$ cat src/verilog/lcdfb_pkg.sv
`default_nettype none
package lcdfb_pkg;

  // special function register addresses
  localparam logic [7:0] LCDFB_ADDR_CLK_BLINK = 8'h96;
  localparam logic [7:0] LCDFB_ADDR_INV_REF   = 8'hb1;

  // reset values
  localparam logic [7:0] LCDFB_RST_CLK_BLINK  = 8'h00;
  localparam logic [7:0] LCDFB_RST_INV_REF    = 8'h00;

  // field positions, clock and blink configuration register
  localparam int LCDFB_BLK_SRC_HI = 7;
  localparam int LCDFB_BLK_SRC_LO = 6;
  localparam int LCDFB_BLK_RATE_HI = 5;
  localparam int LCDFB_BLK_RATE_LO = 4;
  localparam int LCDFB_FD_HI = 3;
  localparam int LCDFB_FD_LO = 0;

  // field positions, inversion and refresh register
  localparam int LCDFB_INV_BIT = 6;
  localparam int LCDFB_UPD_BIT = 1;
  localparam int LCDFB_HOLD_BIT = 0;

  // width of the display data taken over per frame
  localparam int LCDFB_SEG_W = 32;

  // blink source codes
  localparam logic [1:0] LCDFB_BLK_SW_OFF = 2'h0;
  localparam logic [1:0] LCDFB_BLK_SW_ON  = 2'h1;
  localparam logic [1:0] LCDFB_BLK_2HZ    = 2'h2;
  localparam logic [1:0] LCDFB_BLK_RATE   = 2'h3;

  // multiplex level codes
  localparam logic [1:0] LCDFB_MUX_RSVD = 2'h0;
  localparam logic [1:0] LCDFB_MUX_2X   = 2'h1;
  localparam logic [1:0] LCDFB_MUX_3X   = 2'h2;
  localparam logic [1:0] LCDFB_MUX_4X   = 2'h3;

  // blink timing, counted in edges of the 128 hz source
  localparam int         LCDFB_BLINK_SRC_HZ = 128;
  localparam int         LCDFB_BLINK_FAST_HZ = 2;
  localparam logic [8:0] LCDFB_HALF_2HZ = 9'(LCDFB_BLINK_SRC_HZ / (2 * LCDFB_BLINK_FAST_HZ));
  localparam logic [8:0] LCDFB_HALF_1HZ = 9'(LCDFB_BLINK_SRC_HZ / 2);

  // frame divider figures, in source clock edges
  localparam logic [7:0] LCDFB_DIV_2X_CODE0 = 8'h80;
  localparam logic [7:0] LCDFB_DIV_34X_CODE0 = 8'h40;
  localparam logic [7:0] LCDFB_DIV_3X_CODE1 = 8'h06;
  localparam logic [7:0] LCDFB_DIV_LO_CODE15 = 8'h01;
  localparam logic [7:0] LCDFB_DIV_LO_CODE0 = 8'h02;
  localparam logic [7:0] LCDFB_DIV_LO_2X_C1 = 8'h04;
  localparam logic [7:0] LCDFB_DIV_LO_2X_C2 = 8'h06;
  localparam logic [7:0] LCDFB_DIV_LO_2X_MAX = 8'h08;
  localparam logic [7:0] LCDFB_DIV_LO_34X = 8'h04;

  // run state of the waveform timing
  typedef enum logic [1:0] {
    LCDFB_ST_IDLE = 2'b01,
    LCDFB_ST_RUN  = 2'b10
  } lcdfb_run_t;

  // register-side configuration
  typedef struct packed {
    logic [1:0] blink_source_sel;
    logic [1:0] blink_rate_sel;
    logic [3:0] frame_divider_code;
  } lcdfb_clkcfg_t;

  // timing outputs toward the segment and common drivers
  typedef struct packed {
    logic       drive_tick;
    logic [1:0] com_phase;
    logic       frame_start;
    logic       frame_polarity;
    logic       display_visible;
    logic       waveform_active;
  } lcdfb_timing_t;

endpackage
`default_nettype wire

$ cat src/verilog/lcdfb_shadow.sv
`timescale 1ns/1ps
`default_nettype none
module lcdfb_shadow (
  input  wire logic                               clk_sys,
  input  wire logic                               rst_n,
  input  wire logic                               ce,
  input  wire logic                               load,
  input  wire logic [lcdfb_pkg::LCDFB_SEG_W-1:0]  din,
  output logic      [lcdfb_pkg::LCDFB_SEG_W-1:0]  dout
);

  typedef struct packed {
    logic [lcdfb_pkg::LCDFB_SEG_W-1:0] data;
  } lcdfb_shadow_st_t;

  lcdfb_shadow_st_t st_ff;
  lcdfb_shadow_st_t nxt_st;

  // take over the display data when loaded, else hold the last copy
  always_comb
  begin
    nxt_st = st_ff;
    if (load)
    begin
      nxt_st.data = din;
    end
  end

  always_ff @(posedge clk_sys or negedge rst_n)
  begin
    if (!rst_n)
    begin
      st_ff <= '0;
    end
    else if (ce)
    begin
      st_ff <= nxt_st;
    end
  end

  assign dout = st_ff.data;

endmodule
`default_nettype wire

$ cat src/verilog/lcdfb_timing.sv
`timescale 1ns/1ps
`default_nettype none
module lcdfb_timing (
  input  wire logic                               clk_sys,
  input  wire logic                               resetn,
  input  wire logic                               ce,
  input  wire logic [7:0]                         sfr_addr,
  input  wire logic [7:0]                         sfr_wdata,
  input  wire logic                               sfr_wr,
  input  wire logic                               sfr_rd,
  output logic      [7:0]                         sfr_rdata,
  input  wire logic                               driver_enable_bit,
  input  wire logic                               blink_enable_bit,
  input  wire logic                               source_clock_select,
  input  wire logic [1:0]                         multiplex_level,
  input  wire logic                               lcd_clk_2048,
  input  wire logic                               lcd_clk_128,
  input  wire logic [lcdfb_pkg::LCDFB_SEG_W-1:0]  display_data,
  output lcdfb_pkg::lcdfb_timing_t                timing,
  output logic      [lcdfb_pkg::LCDFB_SEG_W-1:0]  seg_data
);

  typedef struct packed {
    lcdfb_pkg::lcdfb_clkcfg_t clkcfg;
    logic                     frame_invert_en;
    logic                     refresh_hold;
    logic                     update_finished_flag;
    logic                     update_pending;
    lcdfb_pkg::lcdfb_run_t    run;
    logic [7:0]               div_cnt;
    logic [1:0]               phase;
    logic                     polarity;
    logic [8:0]               blink_cnt;
    logic                     blink_on;
    logic                     drive_tick;
    logic                     frame_start;
    logic                     load;
    logic [7:0]               rdata;
    logic [1:0]               sync_hi;
    logic [1:0]               sync_lo;
    logic                     prev_hi;
    logic                     prev_lo;
  } lcdfb_st_t;

  lcdfb_st_t st_ff;
  lcdfb_st_t nxt_st;
  logic [1:0] rst_sync_ff;
  logic       rst_n;

  // source edges per drive period, per frame code, mux level and source
  function automatic logic [7:0] drive_div(
    input logic [3:0] code,
    input logic [1:0] mux,
    input logic       slow_src
  );
    logic [7:0] n1;
    n1 = {4'h0, code} + 8'h01;
    if (!slow_src && (mux == lcdfb_pkg::LCDFB_MUX_2X))
      drive_div = (code == 4'h0) ? lcdfb_pkg::LCDFB_DIV_2X_CODE0 : 8'(n1 << 2);
    else if (!slow_src && (code == 4'h0))
      drive_div = lcdfb_pkg::LCDFB_DIV_34X_CODE0;
    else if (!slow_src && (mux == lcdfb_pkg::LCDFB_MUX_3X) && (code == 4'h1))
      drive_div = lcdfb_pkg::LCDFB_DIV_3X_CODE1;
    else if (!slow_src)
      drive_div = 8'(n1 << 1);
    else if (code == 4'hf)
      drive_div = lcdfb_pkg::LCDFB_DIV_LO_CODE15;
    else if (code == 4'h0)
      drive_div = lcdfb_pkg::LCDFB_DIV_LO_CODE0;
    else if (mux != lcdfb_pkg::LCDFB_MUX_2X)
      drive_div = lcdfb_pkg::LCDFB_DIV_LO_34X;
    else if (code == 4'h1)
      drive_div = lcdfb_pkg::LCDFB_DIV_LO_2X_C1;
    else if (code == 4'h2)
      drive_div = lcdfb_pkg::LCDFB_DIV_LO_2X_C2;
    else
      drive_div = lcdfb_pkg::LCDFB_DIV_LO_2X_MAX;
  endfunction

  // half blink period in 128 hz edges
  function automatic logic [8:0] blink_half(
    input logic [1:0] src,
    input logic [1:0] rate
  );
    logic [8:0] mult;
    mult = {7'h00, rate} + 9'h001;
    if (src == lcdfb_pkg::LCDFB_BLK_2HZ)
    begin
      blink_half = lcdfb_pkg::LCDFB_HALF_2HZ;
    end
    else
    begin
      blink_half = 9'(lcdfb_pkg::LCDFB_HALF_1HZ * mult);
    end
  endfunction

  // last common phase of a frame for the mux level
  function automatic logic [1:0] last_phase(input logic [1:0] mux);
    case (mux)
      lcdfb_pkg::LCDFB_MUX_3X: last_phase = 2'h2;
      lcdfb_pkg::LCDFB_MUX_4X: last_phase = 2'h3;
      default:                 last_phase = 2'h1;
    endcase
  endfunction

  // reset release through two flops
  always_ff @(posedge clk_sys or negedge resetn)
  begin
    if (!resetn)
    begin
      rst_sync_ff <= 2'h0;
    end
    else
    begin
      rst_sync_ff <= {rst_sync_ff[0], 1'b1};
    end
  end

  assign rst_n = rst_sync_ff[1];

  logic       hi_edge;
  logic       lo_edge;
  logic       src_edge;
  logic       mux_ok;
  logic [7:0] div_now;
  logic       wr_clk;
  logic       wr_ref;
  logic       blinking;

  // edge detection on the synchronised source clocks
  assign hi_edge  = st_ff.sync_hi[1] & ~st_ff.prev_hi;
  assign lo_edge  = st_ff.sync_lo[1] & ~st_ff.prev_lo;
  assign src_edge = source_clock_select ? lo_edge : hi_edge;
  assign mux_ok   = (multiplex_level != lcdfb_pkg::LCDFB_MUX_RSVD);
  assign div_now  = drive_div(st_ff.clkcfg.frame_divider_code, multiplex_level,
                              source_clock_select);
  assign wr_clk   = sfr_wr & (sfr_addr == lcdfb_pkg::LCDFB_ADDR_CLK_BLINK);
  assign wr_ref   = sfr_wr & (sfr_addr == lcdfb_pkg::LCDFB_ADDR_INV_REF);
  assign blinking = st_ff.clkcfg.blink_source_sel[1];

  // next state of the whole block
  always_comb
  begin
    nxt_st = st_ff;
    nxt_st.sync_hi = {st_ff.sync_hi[0], lcd_clk_2048};
    nxt_st.sync_lo = {st_ff.sync_lo[0], lcd_clk_128};
    nxt_st.prev_hi = st_ff.sync_hi[1];
    nxt_st.prev_lo = st_ff.sync_lo[1];
    nxt_st.drive_tick = 1'b0;
    nxt_st.frame_start = 1'b0;
    nxt_st.load = 1'b0;

    // register writes; reserved bits are stored as zero
    if (wr_clk)
    begin
      nxt_st.clkcfg = sfr_wdata;
    end
    if (wr_ref)
    begin
      nxt_st.frame_invert_en = sfr_wdata[lcdfb_pkg::LCDFB_INV_BIT];
      nxt_st.refresh_hold = sfr_wdata[lcdfb_pkg::LCDFB_HOLD_BIT];
      if (sfr_wdata[lcdfb_pkg::LCDFB_HOLD_BIT] && !st_ff.refresh_hold)
      begin
        nxt_st.update_finished_flag = 1'b0;
        nxt_st.update_pending = 1'b1;
      end
    end

    // register reads, unmapped addresses answer zero
    if (sfr_rd)
    begin
      case (sfr_addr)
        lcdfb_pkg::LCDFB_ADDR_CLK_BLINK: nxt_st.rdata = st_ff.clkcfg;
        lcdfb_pkg::LCDFB_ADDR_INV_REF:
        begin
          nxt_st.rdata = 8'h00;
          nxt_st.rdata[lcdfb_pkg::LCDFB_INV_BIT] = st_ff.frame_invert_en;
          nxt_st.rdata[lcdfb_pkg::LCDFB_UPD_BIT] = st_ff.update_finished_flag;
          nxt_st.rdata[lcdfb_pkg::LCDFB_HOLD_BIT] = st_ff.refresh_hold;
        end
        default: nxt_st.rdata = 8'h00;
      endcase
    end

    // frame divider and common phase sequencing
    case (st_ff.run)
      lcdfb_pkg::LCDFB_ST_IDLE:
      begin
        nxt_st.div_cnt = 8'h00;
        nxt_st.phase = 2'h0;
        nxt_st.polarity = 1'b0;
        if (driver_enable_bit && mux_ok)
        begin
          nxt_st.run = lcdfb_pkg::LCDFB_ST_RUN;
        end
      end
      lcdfb_pkg::LCDFB_ST_RUN:
      begin
        if (!driver_enable_bit || !mux_ok)
        begin
          nxt_st.run = lcdfb_pkg::LCDFB_ST_IDLE;
        end
        else if (src_edge)
        begin
          if (st_ff.div_cnt >= div_now - 8'h01)
          begin
            nxt_st.div_cnt = 8'h00;
            nxt_st.drive_tick = 1'b1;
            if (st_ff.phase >= last_phase(multiplex_level))
            begin
              nxt_st.phase = 2'h0;
              nxt_st.frame_start = 1'b1;
              nxt_st.polarity = st_ff.frame_invert_en & ~st_ff.polarity;
              if (!st_ff.refresh_hold)
              begin
                nxt_st.load = 1'b1;
                if (st_ff.update_pending)
                begin
                  nxt_st.update_finished_flag = 1'b1;
                  nxt_st.update_pending = 1'b0;
                end
              end
            end
            else
            begin
              nxt_st.phase = st_ff.phase + 2'h1;
            end
          end
          else
          begin
            nxt_st.div_cnt = st_ff.div_cnt + 8'h01;
          end
        end
      end
      default:
      begin
        nxt_st.run = lcdfb_pkg::LCDFB_ST_IDLE;
      end
    endcase

    // hardware blink pacing on the 128 hz source
    if (!blink_enable_bit || !blinking)
    begin
      nxt_st.blink_cnt = 9'h000;
      nxt_st.blink_on = 1'b1;
    end
    else if (lo_edge)
    begin
      if (st_ff.blink_cnt >= blink_half(st_ff.clkcfg.blink_source_sel,
                                        st_ff.clkcfg.blink_rate_sel) - 9'h001)
      begin
        nxt_st.blink_cnt = 9'h000;
        nxt_st.blink_on = ~st_ff.blink_on;
      end
      else
      begin
        nxt_st.blink_cnt = st_ff.blink_cnt + 9'h001;
      end
    end
  end

  // register the whole state; reset leaves the blink phase on
  always_ff @(posedge clk_sys or negedge rst_n)
  begin
    if (!rst_n)
    begin
      st_ff <= '0;
      st_ff.clkcfg <= lcdfb_pkg::LCDFB_RST_CLK_BLINK;
      st_ff.run <= lcdfb_pkg::LCDFB_ST_IDLE;
      st_ff.blink_on <= 1'b1;
    end
    else if (ce)
    begin
      st_ff <= nxt_st;
    end
  end

  logic visible;

  // blanking: software codes or the hardware blink phase
  always_comb
  begin
    visible = 1'b1;
    if (blink_enable_bit)
    begin
      case (st_ff.clkcfg.blink_source_sel)
        lcdfb_pkg::LCDFB_BLK_SW_OFF: visible = 1'b0;
        lcdfb_pkg::LCDFB_BLK_SW_ON:  visible = 1'b1;
        default:                     visible = st_ff.blink_on;
      endcase
    end
  end

  // display data copy, refreshed at frame starts outside hold
  lcdfb_shadow u_shadow (
    .clk_sys (clk_sys),
    .rst_n   (rst_n),
    .ce      (ce),
    .load    (st_ff.load),
    .din     (display_data),
    .dout    (seg_data)
  );

  // one driver fills the whole timing bundle, msb first
  assign sfr_rdata = st_ff.rdata;
  assign timing    = {st_ff.drive_tick, st_ff.phase, st_ff.frame_start, st_ff.polarity,
                      visible & (st_ff.run == lcdfb_pkg::LCDFB_ST_RUN),
                      st_ff.run == lcdfb_pkg::LCDFB_ST_RUN};

endmodule
`default_nettype wire

$ cat config.mk
export PLATFORM = sky130hd
export DESIGN_NAME = lcdfb_timing
export DESIGN_NICKNAME = d
export VERILOG_FILES = /design/src/verilog/lcdfb_pkg.sv /design/src/verilog/lcdfb_shadow.sv /design/src/verilog/lcdfb_timing.sv
export SDC_FILE = /design/constraint.sdc
export NUM_CORES = 1
export LEC_CHECK = 0
export BUFFER_PORTS_ARGS = -buffer_cell sky130_fd_sc_hd__buf_2
export CORE_UTILIZATION = 40
export DETAILED_ROUTE_END_ITERATION = 10
export PLACE_DENSITY = 0.61
export SLEW_MARGIN = 20
export SYNTH_ARGS = -nofsm -noshare
export SYNTH_HDL_FRONTEND = slang
export SYNTH_HIERARCHICAL = 1
export SYNTH_SLANG_ARGS = --single-unit
$ cat constraint.sdc
create_clock -name clk_sys -period 5.25 [get_ports clk_sys]
set_input_delay 0.525 -clock clk_sys [delete_from_list [all_inputs] [get_ports clk_sys]]
set_output_delay 0.525 -clock clk_sys [all_outputs]
set_load 0.1 [all_outputs]
==> metrics.txt, run 1 <==
Reg clk slew, reported paths 0.06 ns; antenna diode count 0; Crit Path Category reg2reg; Seq cells post-synth 86; RSZ-0062 raised after global routing no; Layout Area Growth over Synthesis 17.5%; Synth Area in Compound Gates 0.112; Worst Setup End Kind flop; Cells after Synth 416; Detailed Route Iter0 Violations 157; CORE AREA 11,500 sq um; crit-path max FO 7; worst flop-to-flop path startpoint st_ff[44]$_DFFE_PN0P_; synth unique cells 62; Filler cells 1,074; hold crit path type reg2async; global-route wire length before repair 16,700 um; Slew @ Worst Pin 0.752 ns; largest family of logic cells by synthesized area multiplexers; initial antenna violation count 0; Max clock buf depth 2; antenna-violating nets left 0; Final Util 0.486; WP data required 5.47 ns; HPWL after DPL 7070 um; crit share post-route 0.770; routed vias 3,407; vias in the first global route 3,399; layout cell share with drive strength beyond 1 0.359; overall routing resource usage 0.169; height of the chip 111 um; Synth Net Count 500; Post-synth EDFFs 0; most frequent cells in the layout buf_2, dfrtp_1, nand2_1, mux2_4, o21ai_0; Die ar. 12,300 sq um; Reg2Reg Setup Slack 1.21 ns; simple logic cell fraction of the synthesized area 0.142; Root Buffer clkbuf_16; Crit. Startpoint st_ff[44]$_DFFE_PN0P_; PwrDens 329 nW/um^2; mean post-synth cell area 11.4 sq um; Final Critical Period 4.04 ns; Total Wirelength 9760 um; relative slew slack 0.494; post-synthesis sequential area ratio 0.454; Leak Pwr 2.87 nW; Worst Path Arrival 4.26 ns; drt drc 0; final net count 595; Syn. warnings 6; worst skew pair latency 0.34 ns; CTS Buf Count 9; status finished, final reports clean; Worst Skew 0.00675 ns; H-tree depth 3; post-synthesis mux area share 0.147; DR vias/cell 5.17; Final Hold Vio Count 0; commonest non-fill, non-tap cell in the layout buf_2; clock sink count 86; CTS tree done; reg2reg path depth 14; Startpoint Class flop; DR WL/cell 14.8 um; top flip-flop cell by instance count after synthesis dfrtp_1; asr flop ratio synth 1.00; Starting Density 0.414; Slew Viols, Final 0; Setup violations, final 0; Peak Freq 247 MHz; mapped cell area 4740 sq um; Chip Width 111 um; gp weighted congestion 0.908; Max Cap Viol 0; VDD IR max 219 uV; Post-Synth Adder-Cell Area 0.0633; Port Buf Inserts 106; setup TNS 0 ns; xor/xnor share of the synthesized area 0.0240; GR Overflow Total 0; Rows 39; r2r endpoint st_ff[40]$_DFFE_PN0P_; worst setup path endpoint st_ff[40]$_DFFE_PN0P_; # IOs 107; largest net degree at the start of global routing 85; 1st-pass router iterations 6
-- worst max-delay path, cell delays in order (launching register included) --
cell     delay (ns)
dfrtp_1        0.46
inv_1          0.13
ha_1           0.19
or3b_2         0.52
a21oi_1        0.30
a31o_2         0.21
ha_1           0.23
nand3_1        0.10
xnor2_1        0.14
ha_1           0.29
nand4_1        0.10
nor2_1         0.22
a21oi_1        0.17
or3_1          0.49
o32a_1         0.38
-- worst min path at each step --
stage                              from                            end  depth (start not counted)
6_report       rst_sync_ff[1]$_DFF_PN0_  u_shadow/dout[23]$_DFFE_PN0P_                          0
5_1_grt        rst_sync_ff[0]$_DFF_PN0_       rst_sync_ff[1]$_DFF_PN0_                          0
4_1_cts        rst_sync_ff[0]$_DFF_PN0_       rst_sync_ff[1]$_DFF_PN0_                          0
3_5_place_dp                     resetn       rst_sync_ff[0]$_DFF_PN0_                          1
3_3_place_gp                     resetn       rst_sync_ff[0]$_DFF_PN0_                          1
2_1_floorplan                    resetn       rst_sync_ff[0]$_DFF_PN0_                          0
-- sequential cells by signal, summed over array words and instances (netlist names) --
register	cells
u_shadow/dout	32
nxt_st	4
timing	5
rst_sync_ff	2
sfr_rdata	8
blinking	1
st_ff	34
-- where the power goes --
group / switching [mW] / internal (mW) / total, mW
clock network: 0.251 / 0.370 / 0.621
logic: 0.327 / 0.133 / 0.460
registers: 0.0392 / 0.711 / 0.750
total: 0.617 / 1.21 / 1.83
-- cell type report --
class                      instances  area [sq um]  share of cell area
clock buffer                      13           240              0.0431
inverter                          17          63.8              0.0115
multi-input combinational        288          2320               0.416
clock inverter                     3          43.8             0.00786
tap                              143           179              0.0321
sequential                        86          2160               0.387
timing repair buffer             109           568               0.102
-- stage by stage --
stage | setup slack (ns) | hold slack [ns] | instances | instance area [sq um] | power (mW)
global route | 0.928 | 0.369 | 659 | 5570 | 1.92
detailed placement | 1.23 | 0.310 | 641 | 5260 | 1.22
CTS | 1.22 | 0.361 | 658 | 5550 | 1.85
floorplan | 1.57 | 0.229 | 416 | 4740 | 1.12
finish | 1.21 | 0.336 | 659 | 5570 | 1.83
global placement | 1.39 | 0.310 | 641 | 5260 | 1.21
-- kinds of logic after synthesis --
family | Yosys count
muxes | 52
DFF | 86
adders and majority gates | 24
AOI/OAI and AO/OA | 78
other | 1
xor gates and xnor gates | 13
buffers and inverters | 42
and+or+nand+nor | 120
-- cell usage after synthesis (9+ instances only) --
cell | count | area [sq um]
o21ai_0 | 29 | 145
a21oi_1 | 10 | 50.1
inv_1 | 17 | 63.8
nand3_1 | 9 | 45.0
mux2_4 | 30 | 450
nor2_1 | 12 | 45.0
nand2b_1 | 12 | 75.1
buf_4 | 14 | 105
xor2_1 | 10 | 87.6
ha_1 | 24 | 300
nand2_1 | 39 | 146
mux2_2 | 19 | 214
dfrtp_1 | 84 | 2100
-- layer usage --
metal	track usage	vias up	part of all wire
li1	-	1671	-
met1	0.222	1646	0.47
met2	0.264	82	0.47
met3	0.0459	8	0.048
met4	0.0702	0	0.011
met5	0	-	0
-- timing repair --
item,in CTS,in global routing
setup buffers,0,0
gates resized for setup,0,0
endpoints found under the hold margin,2,0
hold buffers,1,0
(Power assumes the default switching activity.)
==> run 2, diff against run 1 <==
Settings changed: PLACE_DENSITY 0.61 to 0.63.
Clock period 5.25 ns to 3.3 ns, I/O delays scaled along.
==> metrics.txt, run 2 (same netlist as run 1, synthesis figures left out) <==
CTS tree done; antenna diode count 0; crit-path max FO 4; Filler cells 1,006; Hold Path Cell Cnt 2; gp weighted congestion 0.848; routed vias 3,573; worst setup margin -0.121 ns; DR vias/cell 5.16; Rows 39; Layout Cells excl Fill 692; 1st-pass router iterations 4; hold_ws 0.219 ns; crit share post-route 1.04; overall routing resource usage 0.174; DR WL/cell 15.4 um; Worst Path Arrival 3.64 ns; Worst Setup End Kind flop; dpl cell area 5490 sq um; # IOs 107; violated checks setup timing; CTS Buf Count 9; commonest non-fill, non-tap cell in the layout buf_2; Layout Area Growth over Synthesis 28.5%; GR Overflow Total 0; Setup violations, final 14; status complete, but fails checks; Max clock buf depth 2; Port Buf Inserts 106; hold crit path type in2reg; reg2reg path depth 16; Slew @ Worst Pin 0.771 ns; most frequent cells in the layout buf_2, dfrtp_1, nand2_1, buf_4, mux2_4; H-tree depth 3; VDD IR max 326 uV; clock sink count 86; cell area after layout 6100 sq um; Die ar. 12,300 sq um; Biggest register st_ff; max reg flops 34; Final Hold Vio Count 0; Final Critical Period 3.42 ns; Max Cap Viol 0; layout cell share with drive strength beyond 1 0.475; Detailed Route Iter0 Violations 157; vias in the first global route 3,706; Peak Freq 292 MHz; Placed Instances 667; Leak Pwr 3.07 nW; worst skew pair latency 0.34 ns; Total Wirelength 10,600 um; final net count 628; PwrDens 482 nW/um^2; Startpoint Class flop; initial antenna violation count 0; HPWL after DPL 7480 um; Crit Path Category reg2reg; Starting Density 0.414; largest net degree at the start of global routing 85; drt drc 0; height of the chip 111 um; Reg clk slew, reported paths 0.06 ns; Root Buffer clkbuf_16; relative slew slack 0.486; WP data required 3.52 ns; CORE AREA 11,500 sq um; Chip Width 111 um; Slew Viols, Final 0; antenna-violating nets left 0; Worst Skew 0.00632 ns; RSZ-0062 raised after global routing yes; global-route wire length before repair 17,200 um
==> run 2: cell types whose count changed in the layout (fill, tap and decap cells not counted), sizes merged <==
| cell | delta |
|---|---|
| buf | +33 |
| clkinvlp | +2 |
| bufinv | -1 |
| inv | -1 |
==> run 2: area by class of cell <==
class | instances | area [sq um] | share of cell area
Multi-Input combinational cell | 288 | 2590 | 0.425
Timing Repair Buffer | 142 | 831 | 0.136
Clock inverter | 3 | 20.0 | 0.00328
Clock buffer | 13 | 250 | 0.0411
Tap cell | 143 | 179 | 0.0294
Sequential cell | 86 | 2160 | 0.354
Inverter | 17 | 63.8 | 0.0105
==> run 2: report_power, final <==
part           leakage, nW  switching, mW  internal (mW)  total [mW]
sequential            1.14         0.0585           1.13        1.19
clock                0.126          0.395          0.530       0.925
combinational         1.80          0.572          0.254       0.826
==> run 2: path summary, 6_finish.rpt <==
path | startpoint | endpoint | slack [ns]
worst max register to register | st_ff[44]$_DFFE_PN0P_ | timing[5]$_DFFE_PN0P_ | -0.12
worst min-delay path | display_data[29] | u_shadow/dout[29]$_DFFE_PN0P_ | 0.22
min in group asynchronous | rst_sync_ff[1]$_DFF_PN0_ | nxt_st[5]$_DFFE_PN0P_ | 0.25
worst max-delay path | st_ff[44]$_DFFE_PN0P_ | timing[5]$_DFFE_PN0P_ | -0.12
max in group asynchronous | rst_sync_ff[1]$_DFF_PN0_ | st_ff[17]$_DFFE_PN1P_ | 2.38
worst min register to register | rst_sync_ff[1]$_DFF_PN0_ | nxt_st[5]$_DFFE_PN0P_ | 0.25
==> run 2: through the flow <==
| stage | setup TNS [ns] | worst slack, ns | total power, mW | util |
|---|---|---|---|---|
| after CTS | -0.213 | -0.0776 | 2.93 | 0.512 |
| final | -0.901 | -0.121 | 2.94 | 0.532 |
| after global placement | -0.0503 | -0.0384 | 1.95 | 0.479 |
| after detailed placement | -1.94 | -0.208 | 1.97 | 0.479 |
| after global routing | -3.73 | -0.286 | 3.07 | 0.532 |
| after floorplan | -0.147 | -0.0802 | 1.80 | - |
==> run 2: worst max-delay path, cell delays in order, from the launching register on <==
cell and delay [ns]:
dfrtp_2 0.43, buf_4 0.15, ha_2 0.20, xor2_1 0.24, o2111ai_2 0.17, a32oi_4 0.36
nor2_2 0.10, nand4_4 0.10, xor2_1 0.15, ha_1 0.26, a21o_1 0.16, a21o_1 0.16
a21o_1 0.20, a21oi_2 0.16, buf_4 0.15, nor3_2 0.03, a311o_1 0.27
==> run 2: timing repair <==
item,4_1_cts,5_1_grt
pin swaps,16,28
setup buffers,3,4
gates resized for setup,25,30
endpoints found under the hold margin,2,0
setup endpoints to repair,16,16
hold buffers,1,0
==> run 2: layer usage <==
metal	up-vias	track usage	share of wire
met5	-	0	0
met4	0	0.0862	0.022
met3	19	0.0279	0.044
met2	87	0.292	0.51
met1	1729	0.217	0.43
li1	1738	-	-
==> run 3, diff against run 2 <==
Settings changed: MAX_ROUTING_LAYER from default to met4, PLACE_DENSITY 0.63 to 0.61.
Clock period 3.3 ns to 4 ns, I/O delays scaled along.
==> metrics.txt, run 3 (same netlist as run 1, synthesis figures left out) <==
clock sink count 86; Slew Viols, Final 0; drt drc 0; area occupied by multi-input gates 2340 sq um; WP data required 4.22 ns; Reg clk slew, reported paths 0.07 ns; vias in the first global route 3,509; CORE AREA 11,500 sq um; Worst Skew 0.00450 ns; H-tree depth 3; largest net degree at the start of global routing 85; PwrDens 443 nW/um^2; RSZ-0062 raised after global routing no; routed vias 3,404; VDD IR max 224 uV; final net count 596; crit-path cells inv_1 > ha_1 > or3b_4 > a21oi_4 > a31o_2 > ha_2 > nand3b_2 > xor2_1 > ha_1 > nand4_1 > nor2_2 > a21oi_1 > or3b_2 > a311o_1; CTS tree done; GR Overflow Total 0; crit share post-route 0.929; Starting Density 0.414; commonest non-fill, non-tap cell in the layout buf_2; Port Buf Inserts 106; 1st-pass router iterations 4; CTS Buf Count 9; most frequent cells in the layout buf_2, dfrtp_1, nand2_1, mux2_4, o21ai_0; gp weighted congestion 0.877; Root Buffer clkbuf_16; Slew @ Worst Pin 0.783 ns; height of the chip 111 um; Final Hold Vio Count 0; max reg flops 34; Chip Width 111 um; overall routing resource usage 0.175; Max Cap Viol 0; Total Wirelength 9860 um; global-route wire length before repair 17,000 um; Final Critical Period 3.71 ns; status finished, final reports clean; Crit-path slowest cell or3b_2; CP peak stage delay 0.50 ns; Worst Setup End Kind flop; Top delay family on crit path simple AND/OR/NAND/NOR gates; DR vias/cell 5.16; hold crit path type reg2async; antenna-violating nets left 0; DR WL/cell 14.9 um; Crit Path Category reg2reg; FF+latch area 2160 sq um; Leak Pwr 2.91 nW; relative slew slack 0.473; Setup violations, final 0; Post-CTS Setup Inserts 0; Biggest register st_ff; initial antenna violation count 0; Worst Path Arrival 3.94 ns; Crit path top cell by count ha_1; Filler cells 1,038; crit path buf inv count 1; crit-path max FO 6; cell area after layout 5660 sq um; Detailed Route Iter0 Violations 117; Peak Freq 269 MHz; Rows 39; Layout Area Growth over Synthesis 19.3%; Max clock buf depth 2; antenna diode count 0; dpl cell area 5270 sq um; layout cell share with drive strength beyond 1 0.375; # IOs 107; HPWL after DPL 7130 um; worst skew pair latency 0.34 ns; Die ar. 12,300 sq um; setup TNS 0 ns; Startpoint Class flop
## run 3: worst paths after layout
check                                          from                             to  slack (ns)  cells past startpoint
hold reg to reg            rst_sync_ff[1]$_DFF_PN0_  u_shadow/dout[26]$_DFFE_PN0P_        0.27                      0
setup reg to reg              st_ff[45]$_DFFE_PN0P_          timing[5]$_DFFE_PN0P_        0.29                     14
setup / recovery              st_ff[45]$_DFFE_PN0P_          timing[5]$_DFFE_PN0P_        0.29                     14
max in group asynchronous  rst_sync_ff[1]$_DFF_PN0_          st_ff[17]$_DFFE_PN1P_        3.06                      1
hold / removal             rst_sync_ff[1]$_DFF_PN0_  u_shadow/dout[26]$_DFFE_PN0P_        0.27                      0
min in group clk_sys               display_data[10]  u_shadow/dout[10]$_DFFE_PN0P_        0.29                      2
## run 3: cell type report
| cell class | instances | share of cell area |
|---|---|---|
| multi-input cells | 288 | 0.414 |
| flip-flops and latches | 86 | 0.381 |
| repair buffers | 110 | 0.103 |
| clock buffers | 9 | 0.0398 |
| well taps | 143 | 0.0316 |
| clock inverters | 7 | 0.0190 |
| inverters | 17 | 0.0113 |
## run 3: power by group
group / internal (mW) / switching, mW
registers: 0.932 / 0.0484
clock network: 0.555 / 0.360
logic: 0.178 / 0.435
## run 3: repair_timing
action,4_1_cts,5_1_grt
hold buffers,1,0
hold endpoints to repair,2,0
setup endpoints to repair,0,14
gates resized for setup,0,6
## run 3: routing by layer
layer	up-vias	GRT usage	part of all wire
met5	-	-	0
met4	0	0.0604	0.015
met3	15	0.0394	0.048
met2	84	0.270	0.46
met1	1626	0.227	0.48
li1	1679	-	-
## run 3: metrics by stage
step,setup WS (ns),instances,hold slack (ns),utilization,power [mW]
5_1_grt,0.0441,660,0.276,0.494,2.64
6_report,0.286,660,0.274,0.494,2.51
4_1_cts,0.0169,659,0.273,0.489,2.54
3_3_place_gp,0.212,642,0.185,0.459,1.59
2_1_floorplan,0.320,416,0.104,-,1.48
3_5_place_dp,0.0429,642,0.186,0.459,1.60
